$ cat config.mk
export PLATFORM = sky130hd
export DESIGN_NAME = cpr_bank
export DESIGN_NICKNAME = d
export VERILOG_FILES = /design/src/hdl/cpr_pkg.sv /design/src/hdl/cpr_cfg_mem.sv /design/src/hdl/cpr_seq.sv /design/src/hdl/cpr_bank.sv
export SDC_FILE = /design/constraint.sdc
export NUM_CORES = 1
export LEC_CHECK = 0
export ABC_AREA = 1
export BUFFER_PORTS_ARGS = -buffer_cell sky130_fd_sc_hd__buf_2
export CAP_MARGIN = 10
export CORE_ASPECT_RATIO = 1.25
export CORE_UTILIZATION = 55
export CTS_BUF_LIST = sky130_fd_sc_hd__clkbuf_4 sky130_fd_sc_hd__clkbuf_8 sky130_fd_sc_hd__clkbuf_16
export DETAILED_ROUTE_END_ITERATION = 10
export HOLD_SLACK_MARGIN = 0.05
export PLACE_DENSITY = 0.85
export REMOVE_ABC_BUFFERS = 1
export SLEW_MARGIN = 20
export SYNTH_ARGS = -nofsm -noshare
export SYNTH_HDL_FRONTEND = slang
export SYNTH_SLANG_ARGS = --single-unit
$ cat constraint.sdc
create_clock -name clk_in -period 2.9 [get_ports clk_in]
set_input_delay 0 -clock clk_in [delete_from_list [all_inputs] [get_ports clk_in]]
set_output_delay 0 -clock clk_in [all_outputs]
set_load 0.01 [all_outputs]
$ cat src/hdl/cpr_pkg.sv
// cpr_pkg: register map, reset values and shared types of the port
// register bank.
// assumes an eight-bit register pointer and byte-wide data from the host
// interface logic that sits in front of the bank.
package cpr_pkg;

	// ------------------------------------------------------------------
	// register offsets
	// ------------------------------------------------------------------
	localparam logic [7:0] ADDR_CURRENT_MEASUREMENT = 8'h00;
	localparam logic [7:0] ADDR_CHARGE_TOTAL_BYTE3 = 8'h01;
	localparam logic [7:0] ADDR_CHARGE_TOTAL_BYTE2 = 8'h02;
	localparam logic [7:0] ADDR_CHARGE_TOTAL_BYTE1 = 8'h03;
	localparam logic [7:0] ADDR_CHARGE_TOTAL_BYTE0 = 8'h04;
	localparam logic [7:0] ADDR_MISC_STATUS = 8'h0f;
	localparam logic [7:0] ADDR_IRQ_CAUSE = 8'h10;
	localparam logic [7:0] ADDR_GENERAL_STATE = 8'h11;
	localparam logic [7:0] ADDR_ACCEPTED_PROFILE_A = 8'h12;
	localparam logic [7:0] ADDR_ACCEPTED_PROFILE_B = 8'h13;
	localparam logic [7:0] ADDR_CONTROL_PIN_LEVELS = 8'h14;
	localparam logic [7:0] ADDR_BASIC_CONTROL = 8'h15;
	localparam logic [7:0] ADDR_EMULATION_CONTROL = 8'h16;
	localparam logic [7:0] ADDR_SWITCH_CONTROL = 8'h17;
	localparam logic [7:0] ADDR_ATTACH_SENSE_CONTROL = 8'h18;
	localparam logic [7:0] ADDR_MAX_CURRENT_SELECT = 8'h19;
	localparam logic [7:0] ADDR_RATION_THRESHOLD_HI = 8'h1a;
	localparam logic [7:0] ADDR_RATION_THRESHOLD_LO = 8'h1b;
	localparam logic [7:0] ADDR_FAULT_RETRY_CONTROL = 8'h1c;
	localparam logic [7:0] ADDR_SUCCESS_CURRENT_LEVEL = 8'h1e;
	localparam logic [7:0] ADDR_CHARGE_SENSE_TIME = 8'h1f;
	localparam logic [7:0] ADDR_SPEC_PROFILE_ENABLES = 8'h20;
	localparam logic [7:0] ADDR_LEGACY_PROFILE_ENABLES = 8'h21;
	localparam logic [7:0] ADDR_SPEC_PROFILE_TIMEOUT = 8'h22;

	// writable block runs from 15h with a hole at 1dh; its slot index is addr - 15h
	localparam logic [7:0] ADDR_RW_FIRST = 8'h15;
	localparam int RW_COUNT = 14;
	localparam logic [3:0] RW_SLOT_HOLE = 4'h8;

	// ------------------------------------------------------------------
	// reset values
	// ------------------------------------------------------------------
	localparam logic [7:0] RST_ZERO = 8'h00;
	localparam logic [7:0] RST_BASIC_CONTROL = 8'h01;
	localparam logic [7:0] RST_EMULATION_CONTROL = 8'h8c;
	localparam logic [7:0] RST_SWITCH_CONTROL = 8'h04;
	localparam logic [7:0] RST_ATTACH_SENSE_CONTROL = 8'h46;
	localparam logic [7:0] RST_MAX_CURRENT_SELECT = 8'h00;
	localparam logic [7:0] RST_RATION_THRESHOLD = 8'hff;
	localparam logic [7:0] RST_FAULT_RETRY_CONTROL = 8'h2a;
	localparam logic [7:0] RST_SUCCESS_CURRENT_LEVEL = 8'h04;
	localparam logic [7:0] RST_CHARGE_SENSE_TIME = 8'h03;
	localparam logic [7:0] RST_SPEC_PROFILE_ENABLES = 8'h06;
	localparam logic [7:0] RST_LEGACY_PROFILE_ENABLES = 8'h00;
	localparam logic [7:0] RST_SPEC_PROFILE_TIMEOUT = 8'h10;

	// ------------------------------------------------------------------
	// field positions
	// ------------------------------------------------------------------
	// emulation_control: custom profile join and placement
	localparam int EMU_CUSTOM_EN_BIT = 0;
	localparam int EMU_CUSTOM_LAST_BIT = 1;
	// misc_status: pin levels beside the emulation state
	localparam int MISC_ALERT_BIT = 7;
	localparam int MISC_ATTACH_BIT = 6;
	// number of custom stimulus/response pairs
	localparam logic [1:0] CUSTOM_PAIRS = 2'h3;

	// ------------------------------------------------------------------
	// types
	// ------------------------------------------------------------------
	typedef enum logic [1:0] {
		CPR_SEQ_IDLE = 2'b00,
		CPR_SEQ_PRESET = 2'b01,
		CPR_SEQ_CUSTOM = 2'b10,
		CPR_SEQ_DONE = 2'b11
	} cpr_seq_state_t;

	// rw slot index of a writable address, or 4'hf when none
	function automatic logic [3:0] cpr_rw_slot(input logic [7:0] addr);
		logic [7:0] diff;
		diff = addr - ADDR_RW_FIRST;
		if (addr >= ADDR_RW_FIRST && diff < 8'(RW_COUNT) &&
			diff[3:0] != RW_SLOT_HOLE)
			return diff[3:0];
		return 4'hf;
	endfunction

endpackage

$ cat src/hdl/cpr_cfg_mem.sv
// cpr_cfg_mem: the thirteen writable configuration bytes, held in fourteen slots.
// assumes a slot index from the bank's decoder; read data is registered.
// contents are retained across sleep, so only reset reloads defaults.
module cpr_cfg_mem
	import cpr_pkg::*;
(
	input wire logic clk_in,
	input wire logic reset_in,
	input wire logic wr_en_in,
	input wire logic [3:0] wr_slot_in,
	input wire logic [7:0] wr_data_in,
	input wire logic [3:0] rd_slot_in,
	output logic [7:0] rd_data_out,
	output logic [8*RW_COUNT-1:0] all_out
);

	logic [7:0] mem_ff [RW_COUNT];
	logic [7:0] rd_ff;
	logic [7:0] rst_val [RW_COUNT];

	// ------------------------------------------------------------------
	// defaults, slot order 15h..22h with 1dh a hole
	// ------------------------------------------------------------------
	assign rst_val[0] = RST_BASIC_CONTROL;
	assign rst_val[1] = RST_EMULATION_CONTROL;
	assign rst_val[2] = RST_SWITCH_CONTROL;
	assign rst_val[3] = RST_ATTACH_SENSE_CONTROL;
	assign rst_val[4] = RST_MAX_CURRENT_SELECT;
	assign rst_val[5] = RST_RATION_THRESHOLD;
	assign rst_val[6] = RST_RATION_THRESHOLD;
	assign rst_val[7] = RST_FAULT_RETRY_CONTROL;
	assign rst_val[8] = RST_ZERO;
	assign rst_val[9] = RST_SUCCESS_CURRENT_LEVEL;
	assign rst_val[10] = RST_CHARGE_SENSE_TIME;
	assign rst_val[11] = RST_SPEC_PROFILE_ENABLES;
	assign rst_val[12] = RST_LEGACY_PROFILE_ENABLES;
	assign rst_val[13] = RST_SPEC_PROFILE_TIMEOUT;

	// slot 8 is the unmapped 1dh address; the decoder never selects it
	always_ff @(posedge clk_in) begin
		for (int i = 0; i < RW_COUNT; i++) begin
			if (reset_in)
				mem_ff[i] <= rst_val[i];
			else if (wr_en_in && wr_slot_in == 4'(i))
				mem_ff[i] <= wr_data_in;
		end
	end

	always_ff @(posedge clk_in) begin
		if (reset_in)
			rd_ff <= RST_ZERO;
		else if (rd_slot_in < 4'(RW_COUNT))
			rd_ff <= mem_ff[rd_slot_in];
		else
			rd_ff <= RST_ZERO;
	end

	assign rd_data_out = rd_ff;

	for (genvar g = 0; g < RW_COUNT; g++) begin : g_flat
		assign all_out[8*g +: 8] = mem_ff[g];
	end

endmodule // cpr_cfg_mem

$ cat src/hdl/cpr_seq.sv
// cpr_seq: orders the custom profile within the dedicated emulation cycle
// and steps through its three stimulus/response pairs.
// assumes the analog side reports one pulse per finished preset profile
// round and one per finished custom pair.
module cpr_seq
	import cpr_pkg::*;
(
	input wire logic clk_in,
	input wire logic reset_in,
	input wire logic start_in,
	input wire logic custom_en_in,
	input wire logic custom_last_in,
	input wire logic preset_done_in,
	input wire logic pair_done_in,
	output logic custom_active_out,
	output logic [1:0] pair_idx_out,
	output logic cycle_done_out
);

	cpr_seq_state_t state_ff, nxt_state;
	logic [1:0] pair_ff, nxt_pair;
	logic custom_seen_ff, nxt_custom_seen;
	logic last_pair;

	assign last_pair = (pair_ff == CUSTOM_PAIRS - 2'h1);

	always_comb begin
		nxt_state = state_ff;
		nxt_pair = pair_ff;
		nxt_custom_seen = custom_seen_ff;
		unique case (state_ff)
			CPR_SEQ_IDLE: begin
				if (start_in) begin
					nxt_custom_seen = 1'b0;
					nxt_pair = 2'h0;
					// custom first unless placed last
					if (custom_en_in && !custom_last_in)
						nxt_state = CPR_SEQ_CUSTOM;
					else
						nxt_state = CPR_SEQ_PRESET;
				end
			end
			CPR_SEQ_PRESET: begin
				if (preset_done_in) begin
					if (custom_en_in && !custom_seen_ff) begin
						nxt_state = CPR_SEQ_CUSTOM;
						nxt_pair = 2'h0;
					end else
						nxt_state = CPR_SEQ_DONE;
				end
			end
			CPR_SEQ_CUSTOM: begin
				// pairs are applied strictly one after another
				if (pair_done_in) begin
					if (last_pair) begin
						nxt_custom_seen = 1'b1;
						nxt_pair = 2'h0;
						nxt_state = custom_last_in ? CPR_SEQ_DONE :
							CPR_SEQ_PRESET;
					end else
						nxt_pair = pair_ff + 2'h1;
				end
			end
			CPR_SEQ_DONE: nxt_state = CPR_SEQ_IDLE;
		endcase
	end

	always_ff @(posedge clk_in) begin
		if (reset_in) begin
			state_ff <= CPR_SEQ_IDLE;
			pair_ff <= 2'h0;
			custom_seen_ff <= 1'b0;
		end else begin
			state_ff <= nxt_state;
			pair_ff <= nxt_pair;
			custom_seen_ff <= nxt_custom_seen;
		end
	end

	assign custom_active_out = (state_ff == CPR_SEQ_CUSTOM);
	assign pair_idx_out = pair_ff;
	assign cycle_done_out = (state_ff == CPR_SEQ_DONE);

endmodule // cpr_seq

$ cat src/hdl/cpr_bank.sv
// cpr_bank: host-visible register bank of the port power controller.
// assumes a serial host front end that delivers a decoded register pointer
// with one-cycle read and write strobes; the read byte is valid on the
// cycle after the read strobe.
//
// Summary of operation
// - custom profile may be included in the dedicated emulation cycle
// - custom profile placed first or last in the cycle order
// - custom profile runs three stimulus/response pairs in fixed order
// - registers are reached over a two-wire SMBus or I2C host port
// - retained configuration and rationing data survive the sleep state
// - registers not retained lose their contents on entering sleep
// - 00h is read-only latest port current, default 00h
// - 01h..04h read-only total charge, msb first, default zero
// - 0Fh read-only emulation status plus alert and attach pin levels
// - 10h records the alert causes, default 00h
// - 12h and 13h read-only accepted emulation profile
// - 14h read-only mirror of internal control pin levels
// - 17h read/write switch functions, default 04h
// - 18h read/write attach detection configuration, default 46h
// - 19h read/write maximum current limit select, default 00h
// - 1Ah/1Bh read/write rationing current threshold, default FFh each
// - 1Ch read/write fault auto-recovery configuration, default 2Ah
// - 1Eh read/write emulation success current level, default 04h
// - 1Fh read/write charge detection time, default 03h
// - 20h spec profile enables default 06h, 21h legacy enables 00h
// - 22h read/write spec profile timeout, default 10h
// - power-on reset loads every register with its default
// - undefined addresses read 00h and ignore writes
module cpr_bank
	import cpr_pkg::*;
(
	input wire logic clk_in,
	input wire logic reset_in,
	// host side, from the serial front end
	input wire logic [7:0] reg_addr_in,
	input wire logic reg_wr_in,
	input wire logic [7:0] reg_wdata_in,
	input wire logic reg_rd_in,
	output logic [7:0] reg_rdata_out,
	// measurements and status from the port
	input wire logic [7:0] current_meas_in,
	input wire logic [31:0] charge_total_in,
	input wire logic sleep_in,
	input wire logic [5:0] emu_status_in,
	input wire logic alert_level_in,
	input wire logic attach_sense_in_n,
	input wire logic [7:0] irq_event_in,
	input wire logic [7:0] general_state_in,
	input wire logic [15:0] accepted_profile_in,
	input wire logic [7:0] control_pins_in,
	// emulation cycle steering
	input wire logic emu_start_in,
	input wire logic preset_done_in,
	input wire logic pair_done_in,
	output logic custom_active_out,
	output logic [1:0] pair_idx_out,
	output logic cycle_done_out,
	// configuration out to the switch and emulation logic
	output logic [7:0] switch_control_out,
	output logic [7:0] attach_sense_control_out,
	output logic [7:0] max_current_select_out,
	output logic [15:0] ration_current_limit_out,
	output logic [7:0] fault_retry_control_out,
	output logic [7:0] success_current_level_out,
	output logic [7:0] charge_sense_time_out,
	output logic [7:0] spec_profile_enables_out,
	output logic [7:0] legacy_profile_enables_out,
	output logic [7:0] spec_profile_timeout_out
);

	// ------------------------------------------------------------------
	// address decode
	// ------------------------------------------------------------------
	logic [3:0] wr_slot;
	logic [3:0] rd_slot;
	logic wr_hit;
	logic [7:0] cfg_rdata;
	logic [8*RW_COUNT-1:0] cfg_all;
	logic rd_is_cfg_ff;
	logic [7:0] status_rdata_ff, nxt_status_rdata;
	logic [7:0] irq_cause_ff;
	logic [7:0] general_state_ff;
	logic [7:0] meas_ff;
	logic [31:0] charge_ff;
	logic [7:0] misc_ff;
	logic [15:0] profile_ff;
	logic [7:0] pins_ff;
	logic irq_clear;
	logic gen_clear;
	logic custom_active;
	logic [1:0] pair_idx;
	logic cycle_done;
	logic custom_active_ff;
	logic [1:0] pair_idx_ff;
	logic cycle_done_ff;

	assign wr_slot = cpr_rw_slot(reg_addr_in);
	assign rd_slot = cpr_rw_slot(reg_addr_in);
	assign wr_hit = reg_wr_in && wr_slot != 4'hf;

	// ------------------------------------------------------------------
	// writable configuration (retained in sleep)
	// ------------------------------------------------------------------
	// retention: sleep_in never touches these bytes
	cpr_cfg_mem u_cfg (
		.clk_in(clk_in),
		.reset_in(reset_in),
		.wr_en_in(wr_hit),
		.wr_slot_in(wr_slot),
		.wr_data_in(reg_wdata_in),
		.rd_slot_in(rd_slot),
		.rd_data_out(cfg_rdata),
		.all_out(cfg_all)
	);

	// ------------------------------------------------------------------
	// read-only status snapshots; lost on entering sleep
	// ------------------------------------------------------------------
	// clear-on-read for the cause bytes; a new event in the same cycle wins
	assign irq_clear = reg_rd_in && reg_addr_in == ADDR_IRQ_CAUSE;
	assign gen_clear = reg_rd_in && reg_addr_in == ADDR_GENERAL_STATE;

	always_ff @(posedge clk_in) begin
		if (reset_in || sleep_in) begin
			meas_ff <= RST_ZERO;
			charge_ff <= {4{RST_ZERO}};
			misc_ff <= RST_ZERO;
			profile_ff <= {2{RST_ZERO}};
			pins_ff <= RST_ZERO;
		end else begin
			meas_ff <= current_meas_in;
			charge_ff <= charge_total_in;
			misc_ff <= {alert_level_in, attach_sense_in_n,
				emu_status_in};
			profile_ff <= accepted_profile_in;
			pins_ff <= control_pins_in;
		end
	end

	always_ff @(posedge clk_in) begin
		if (reset_in || sleep_in) begin
			irq_cause_ff <= RST_ZERO;
			general_state_ff <= RST_ZERO;
		end else begin
			irq_cause_ff <= (irq_clear ? RST_ZERO : irq_cause_ff) |
				irq_event_in;
			general_state_ff <= (gen_clear ? RST_ZERO : general_state_ff) |
				general_state_in;
		end
	end

	// ------------------------------------------------------------------
	// read mux
	// ------------------------------------------------------------------
	always_comb begin
		nxt_status_rdata = RST_ZERO;
		unique case (reg_addr_in)
			ADDR_CURRENT_MEASUREMENT: nxt_status_rdata = meas_ff;
			ADDR_CHARGE_TOTAL_BYTE3: nxt_status_rdata = charge_ff[31:24];
			ADDR_CHARGE_TOTAL_BYTE2: nxt_status_rdata = charge_ff[23:16];
			ADDR_CHARGE_TOTAL_BYTE1: nxt_status_rdata = charge_ff[15:8];
			ADDR_CHARGE_TOTAL_BYTE0: nxt_status_rdata = charge_ff[7:0];
			ADDR_MISC_STATUS: nxt_status_rdata = misc_ff;
			ADDR_IRQ_CAUSE: nxt_status_rdata = irq_cause_ff;
			ADDR_GENERAL_STATE: nxt_status_rdata = general_state_ff;
			ADDR_ACCEPTED_PROFILE_A: nxt_status_rdata = profile_ff[15:8];
			ADDR_ACCEPTED_PROFILE_B: nxt_status_rdata = profile_ff[7:0];
			ADDR_CONTROL_PIN_LEVELS: nxt_status_rdata = pins_ff;
			default: nxt_status_rdata = RST_ZERO;
		endcase
	end

	always_ff @(posedge clk_in) begin
		if (reset_in) begin
			status_rdata_ff <= RST_ZERO;
			rd_is_cfg_ff <= 1'b0;
		end else if (reg_rd_in) begin
			status_rdata_ff <= nxt_status_rdata;
			rd_is_cfg_ff <= (rd_slot != 4'hf);
		end
	end

	// both sources are flip-flops; the select is a flip-flop too
	assign reg_rdata_out = rd_is_cfg_ff ? cfg_rdata : status_rdata_ff;

	// ------------------------------------------------------------------
	// emulation cycle sequencing
	// ------------------------------------------------------------------
	cpr_seq u_seq (
		.clk_in(clk_in),
		.reset_in(reset_in),
		.start_in(emu_start_in),
		.custom_en_in(cfg_all[8*1 + EMU_CUSTOM_EN_BIT]),
		.custom_last_in(cfg_all[8*1 + EMU_CUSTOM_LAST_BIT]),
		.preset_done_in(preset_done_in),
		.pair_done_in(pair_done_in),
		.custom_active_out(custom_active),
		.pair_idx_out(pair_idx),
		.cycle_done_out(cycle_done)
	);

	always_ff @(posedge clk_in) begin
		if (reset_in) begin
			custom_active_ff <= 1'b0;
			pair_idx_ff <= 2'h0;
			cycle_done_ff <= 1'b0;
		end else begin
			custom_active_ff <= custom_active;
			pair_idx_ff <= pair_idx;
			cycle_done_ff <= cycle_done;
		end
	end

	assign custom_active_out = custom_active_ff;
	assign pair_idx_out = pair_idx_ff;
	assign cycle_done_out = cycle_done_ff;

	// ------------------------------------------------------------------
	// configuration outputs, straight from the storage flops
	// ------------------------------------------------------------------
	assign switch_control_out = cfg_all[8*2 +: 8];
	assign attach_sense_control_out = cfg_all[8*3 +: 8];
	assign max_current_select_out = cfg_all[8*4 +: 8];
	assign ration_current_limit_out = {cfg_all[8*5 +: 8],
		cfg_all[8*6 +: 8]};
	assign fault_retry_control_out = cfg_all[8*7 +: 8];
	assign success_current_level_out = cfg_all[8*9 +: 8];
	assign charge_sense_time_out = cfg_all[8*10 +: 8];
	assign spec_profile_enables_out = cfg_all[8*11 +: 8];
	assign legacy_profile_enables_out = cfg_all[8*12 +: 8];
	assign spec_profile_timeout_out = cfg_all[8*13 +: 8];
endmodule // cpr_bank

* Word level (Yosys, flattened, before mapping)
Memory sizes are Yosys's and may differ from the RTL's. A register that Yosys moved wholly into a read port is not among the register bits.
Cells that the tools add are included.
** Word-level totals
- Flip-flop bits (word level) :: 106
- Memory bits (writable) :: 112
- Output and inout port bits :: 100
- Memories :: 1
** Memories
- u_cfg.mem_ff :: words 14, width 8, rd ports 13, clocked after Yosys merged registers in 1, wr ports 14, line cpr_cfg_mem.sv:17 : logic [7:0] mem_ff [RW_COUNT];
** Operators by class
- Add/subtract/negate cells :: 2
- Order comparisons :: 3
- Equality and inequality tests :: 34
- Multiplexer cells :: 83
- Bitwise gates (word level) :: 17
- Reduce and logical (&&, ||, !) cells :: 33
** Operators with widths (number)
- $mux W8 :: 17
- $pmux W8 S11 :: 1
- $mux W1 :: 49
- $eq A8 B5 Y1 const B :: 5
- $eq A4 B4 Y1 const B :: 6
- $mux W2 :: 11
- $logic_and A1 B1 Y1 :: 21
- $eq A4 B3 Y1 const B :: 4
- $eq A8 B2 Y1 const B :: 2
- $or A8 B8 Y8 :: 2
- $or A1 B1 Y1 :: 14
- $eq A4 B2 Y1 const B :: 2
- $eq A8 B1 Y1 const B :: 1
- $eq A8 B3 Y1 const B :: 1
- $eq A8 B4 Y1 const B :: 1
- $ge A8 B5 Y1 const B :: 1
- $logic_not A8 Y1 :: 1
- $lt A8 B4 Y1 const B :: 1
- $mux W4 :: 2
- $ne A4 B4 Y1 const B :: 2
- $pmux W2 S4 :: 1
- $reduce_and A4 Y1 :: 2
- $sub A8 B5 Y8 const B :: 1
- $eq A2 B2 Y1 const B :: 3
- 17 further kinds :: 21

* Depth between registers and ports, before layout
- Word-level depth :: 13
- Depth in mapped cells :: 22

* By module
Synthesis repeated with hierarchy kept, for this count alone.
** Second synthesis, totals
- Cell total of the unflattened synthesis :: 1255
- Area, all modules :: 10199.8 µm²
** Modules (own cells, without submodules)
- cpr_cfg_mem :: times used 1, cells each 629, area an instance 5594.1 µm², sequential area each 3523.4 µm²
- cpr_bank :: times used 1, cells each 567, area an instance 4247.8 µm², sequential area each 2021.9 µm²
- cpr_seq :: times used 1, cells each 59, area an instance 357.8 µm², sequential area each 100.1 µm²

* Worst setup path after synthesis
Ideal clock, no wire load.
- Path kind :: input-to-reg
- Start point :: in reg_addr_in[0]
- End point :: mem u_cfg.mem_ff[11][0] (enable)
- Data arrival time :: 2.225 ns
- Required time :: 2.571 ns
- Slack :: 0.346 ns
- Stages :: 18
- Buffers on the path :: 3
- Path through :: clkbuf_1 > inv_1 > ha_1 > inv_1 > nand2_1 > nand2_1 > nand2_1 > o21ai_1 > inv_1 > nand2_1 > buf_2 > nand2_2 > nor2_1 > inv_1 > nor2_2 > buf_2 > nand2_1 > nand2_1
** RTL lines
- start, declared :: line cpr_bank.sv:36 : input wire logic [7:0] reg_addr_in,
- end, declared :: line cpr_cfg_mem.sv:17

==> results_dict.tcl <==
set metrics [dict create \
    rows 56 \
    worstPathArrival_ns 2.55 \
    startpoint_type "input port" \
    initial_core_util_pct 55.95 \
    place_congestion 0.9414 \
    skew_ns 0.02269 \
    die_area_um2 19590 \
    status "finished with violations" \
    synth_edf_count 112 \
    drive_gt1_share_pct 21.05 \
    post_drt_via_cell_ratio 5.419 \
    worstSkewPairLatency_ns 0.51 \
    cp_slowest_stage_delay_ns 0.45 \
    async_flop_share_pct 0 \
    drc_errors 19 \
    top_layer "met4" \
    p_leak_nw 6.064 \
    yosysWarnings 0 \
    path_common_cell "nand2_1" \
    endpoint_kind "flip-flop" \
    fin_cells 1736 \
    synth_flop_cell "dfxtp_1" \
    met3_length_um 2783 \
    rsz0062_at_grt "no" \
    wl_met2_um 16230 \
    clock_sinks 226 \
    min-delay-start "pair_done_in" \
    core_region_area_um2 18710 \
    grt_pass1_vias 9376 \
    crit_slowest_cell "nor2_1" \
    syn_area_per_cell_um2 8.209 \
    period_share_pct 80.63 \
    critical_path_buf_inv_count 6 \
    portBuffers 211 \
    fin_nets 1603 \
    drt_iter0_markers 820 \
    cts_buffer_depth 3 \
    place_hpwl_um 19470 \
    crit_chain "buf_2 -> inv_1 -> ha_1 -> inv_1 -> nand2_1 -> nand2_1 -> o21ai_1 -> inv_1 -> nand2_1 -> buf_4 -> nand3_2 -> nor3_1 -> buf_4 -> nand2_1 -> nor2_1 -> nand2_1" \
    routedWlPerCell_um 18.17 \
    dr.pass1.iters 9 \
    r2r_slack_ns 1.09 \
    cp.required_ns 3.11 \
    antenna_found_initial 2 \
    antenna_left 0 \
    hp-class "in2reg" \
    yosys.area.top_type_share_pct 32.13 \
    report.final.setup_viol 0 \
    grt_pass1_wl_um 48530 \
    track_usage_pct 32.28 \
    die_x_um 125.4 \
    power_density_nw_per_um2 575.9 \
    maxCapViolCount 0 \
    wl_um 31550 \
    post_cts_buffers 0 \
    max-slew-margin-rel_pct 42.76 \
    drt-met1-wl_um 10760 \
    reg2reg_depth 7 \
    fmax_ghz 0.4277 \
    hold_violations 0 \
    tns_ns 0 \
    cts_tree "done" \
    synth_top_cell_by_area "edfxtp_1" \
    yosysMostFrequentCell "nand2_1" \
    synthCells 1275 \
    ios 212 \
    violations "DRC" \
    die_y_um 156.2 \
    htree_levels 1 \
    period_needed_ns 2.338 \
    ys_top_cells_by_count "nand2_1, nor2_1, dfxtp_1" \
    ys_seq_area_share_pct 53.94 \
    cts_buffers 22 \
    clk_transition_reported_paths_ns 0.06 \
    synth_seq_cells 226 \
    maxSlewViolCount 0 \
    syn_to_final_growth_pct 22.71 \
    ys_types 37 \
    worst_pin_slew_ns 0.8586 \
    crit_type "in2reg" \
    r2r_start "u_seq.state_ff[1]$_SDFFE_PP0P_" \
    root_buffer "clkbuf_16" \
    netlist_top_cells_area "edfxtp_1, dfxtp_1, nand2_1" \
    crit_family "simple AND/OR/NAND/NOR gates" \
    critPathMaxFanout 28 \
    grt_overflow 0 \
    hold_path_depth 5 \
    r2r_end "u_seq.state_ff[0]$_SDFFE_PP0P_" \
    grt_max_degree 89 \
    whs_endpoint "u_seq.pair_idx_out[1]$_SDFFE_PP0P_" \
    peakVddDrop_uv 452.0 \
    place_inst 1599 \
    vias 9407 \
    syn_area_um2 10470 \
]
[how the worst max path moves through the flow]
| stage | startpoint | to | cells after the start |
|---|---|---|---|
| CTS | reg_addr_in[0] | u_cfg.mem_ff[6][0]$_SDFFCE_PN1P_ | 16 |
| detailed placement | reg_addr_in[0] | u_cfg.mem_ff[0][2]$_SDFFCE_PN0P_ | 14 |
| floorplan | reg_addr_in[0] | u_cfg.mem_ff[0][0]$_SDFFCE_PN1P_ | 12 |
| finish | reg_addr_in[0] | u_cfg.mem_ff[6][0]$_SDFFCE_PN1P_ | 16 |
| global route | reg_addr_in[0] | u_cfg.rd_data_out[5]$_SDFF_PP0_ | 21 |
| global placement | reg_addr_in[0] | u_cfg.mem_ff[0][3]$_SDFFCE_PN0P_ | 14 |
[layout make-up]
class | instances | area (µm²)
timing repair buffer | 332 | 2200
clock buffer | 33 | 686.9
tap | 232 | 290.3
fill | 1395 | 5864
sequential | 226 | 5645
clock inverter | 7 | 62.56
multi-input combinational | 780 | 3490
inverter | 123 | 461.7
antenna | 3 | 7.507
[flip-flops by register name, indices dropped and copies added (netlist names)]
name                  count
irq_cause_ff              8
u_seq.custom_seen_ff      1
cycle_done_out            1
pair_idx_out              2
u_cfg.mem_ff            112
status_rdata_ff           8
meas_ff                   8
charge_ff                32
misc_ff                   8
u_seq.pair_idx_out        2
custom_active_out         1
profile_ff               16
rd_is_cfg_ff              1
u_seq.state_ff            2
pins_ff                   8
general_state_ff          8
u_cfg.rd_data_out         8
[cell families after synthesis]
logic type,synth area share [%]
and+or+nand+nor,27.88
muxes,0.8608
adders and majority gates,0.7173
AOI/OAI and AO/OA,3.610
DFF,53.94
buffers and inverters,12.91
xor gates and xnor gates,0.08370
[power breakdown]
group	switching (W)	internal, W	leakage, nW	total (W)
sequential	0.0000966	0.00351	2.02	0.00361
combinational	0.000505	0.000331	3.66	0.000836
clock	0.00122	0.00174	0.386	0.00296
total	0.00182	0.00558	6.06	0.00740
[repair_timing]
| item | 4_1_cts | 5_1_grt |
|---|---|---|
| resized for setup | 0 | 0 |
| hold buffers | 94 | 0 |
| endpoints found under the hold margin | 105 | 0 |
[cells in the final DEF (no fill, tap or decap), types with 7 or more instances in the layout]
cell type,count
or2_2,8
a21oi_1,34
nand2_1,345
inv_1,114
edfxtp_1,112
buf_2,211
dfxtp_1,114
nand3_1,77
o21ai_0,7
o211ai_1,7
nand4_1,41
inv_2,8
mux2_2,8
clkbuf_16,24
nor2_1,208
buf_4,27
dlygate4sd3_1,94
[routing by layer]
| layer | vias up | global-route usage (%) |
|---|---|---|
| met5 | - | 0 |
| met4 | 0 | 20.62 |
| met3 | 124 | 5.231 |
| met2 | 588 | 59.67 |
| met1 | 4288 | 34.27 |
| li1 | 4407 | - |
[tightest hold or removal path, delay by kind of cell]
family	cells	cell delay [ns]
simple gates	2	0.18
compound gates	2	0.27
buf+inv	1	0.10
[through the flow]
step	util, %	worst slack [ns]	area (µm²)	power, W	hold slack, ns
finish	68.65	0.5618	12840	0.007397	0.08730
global route	68.65	0.3922	12840	0.007616	0.1259
CTS	68.61	0.6342	12840	0.007354	0.07436
detailed placement	59.58	0.1194	11150	0.004365	0.2161
global placement	59.58	0.2149	11150	0.004336	0.2046
floorplan	-	-1.232	9577	0.004027	0.06907
Note: power is estimated with default switching activity, not from simulation.
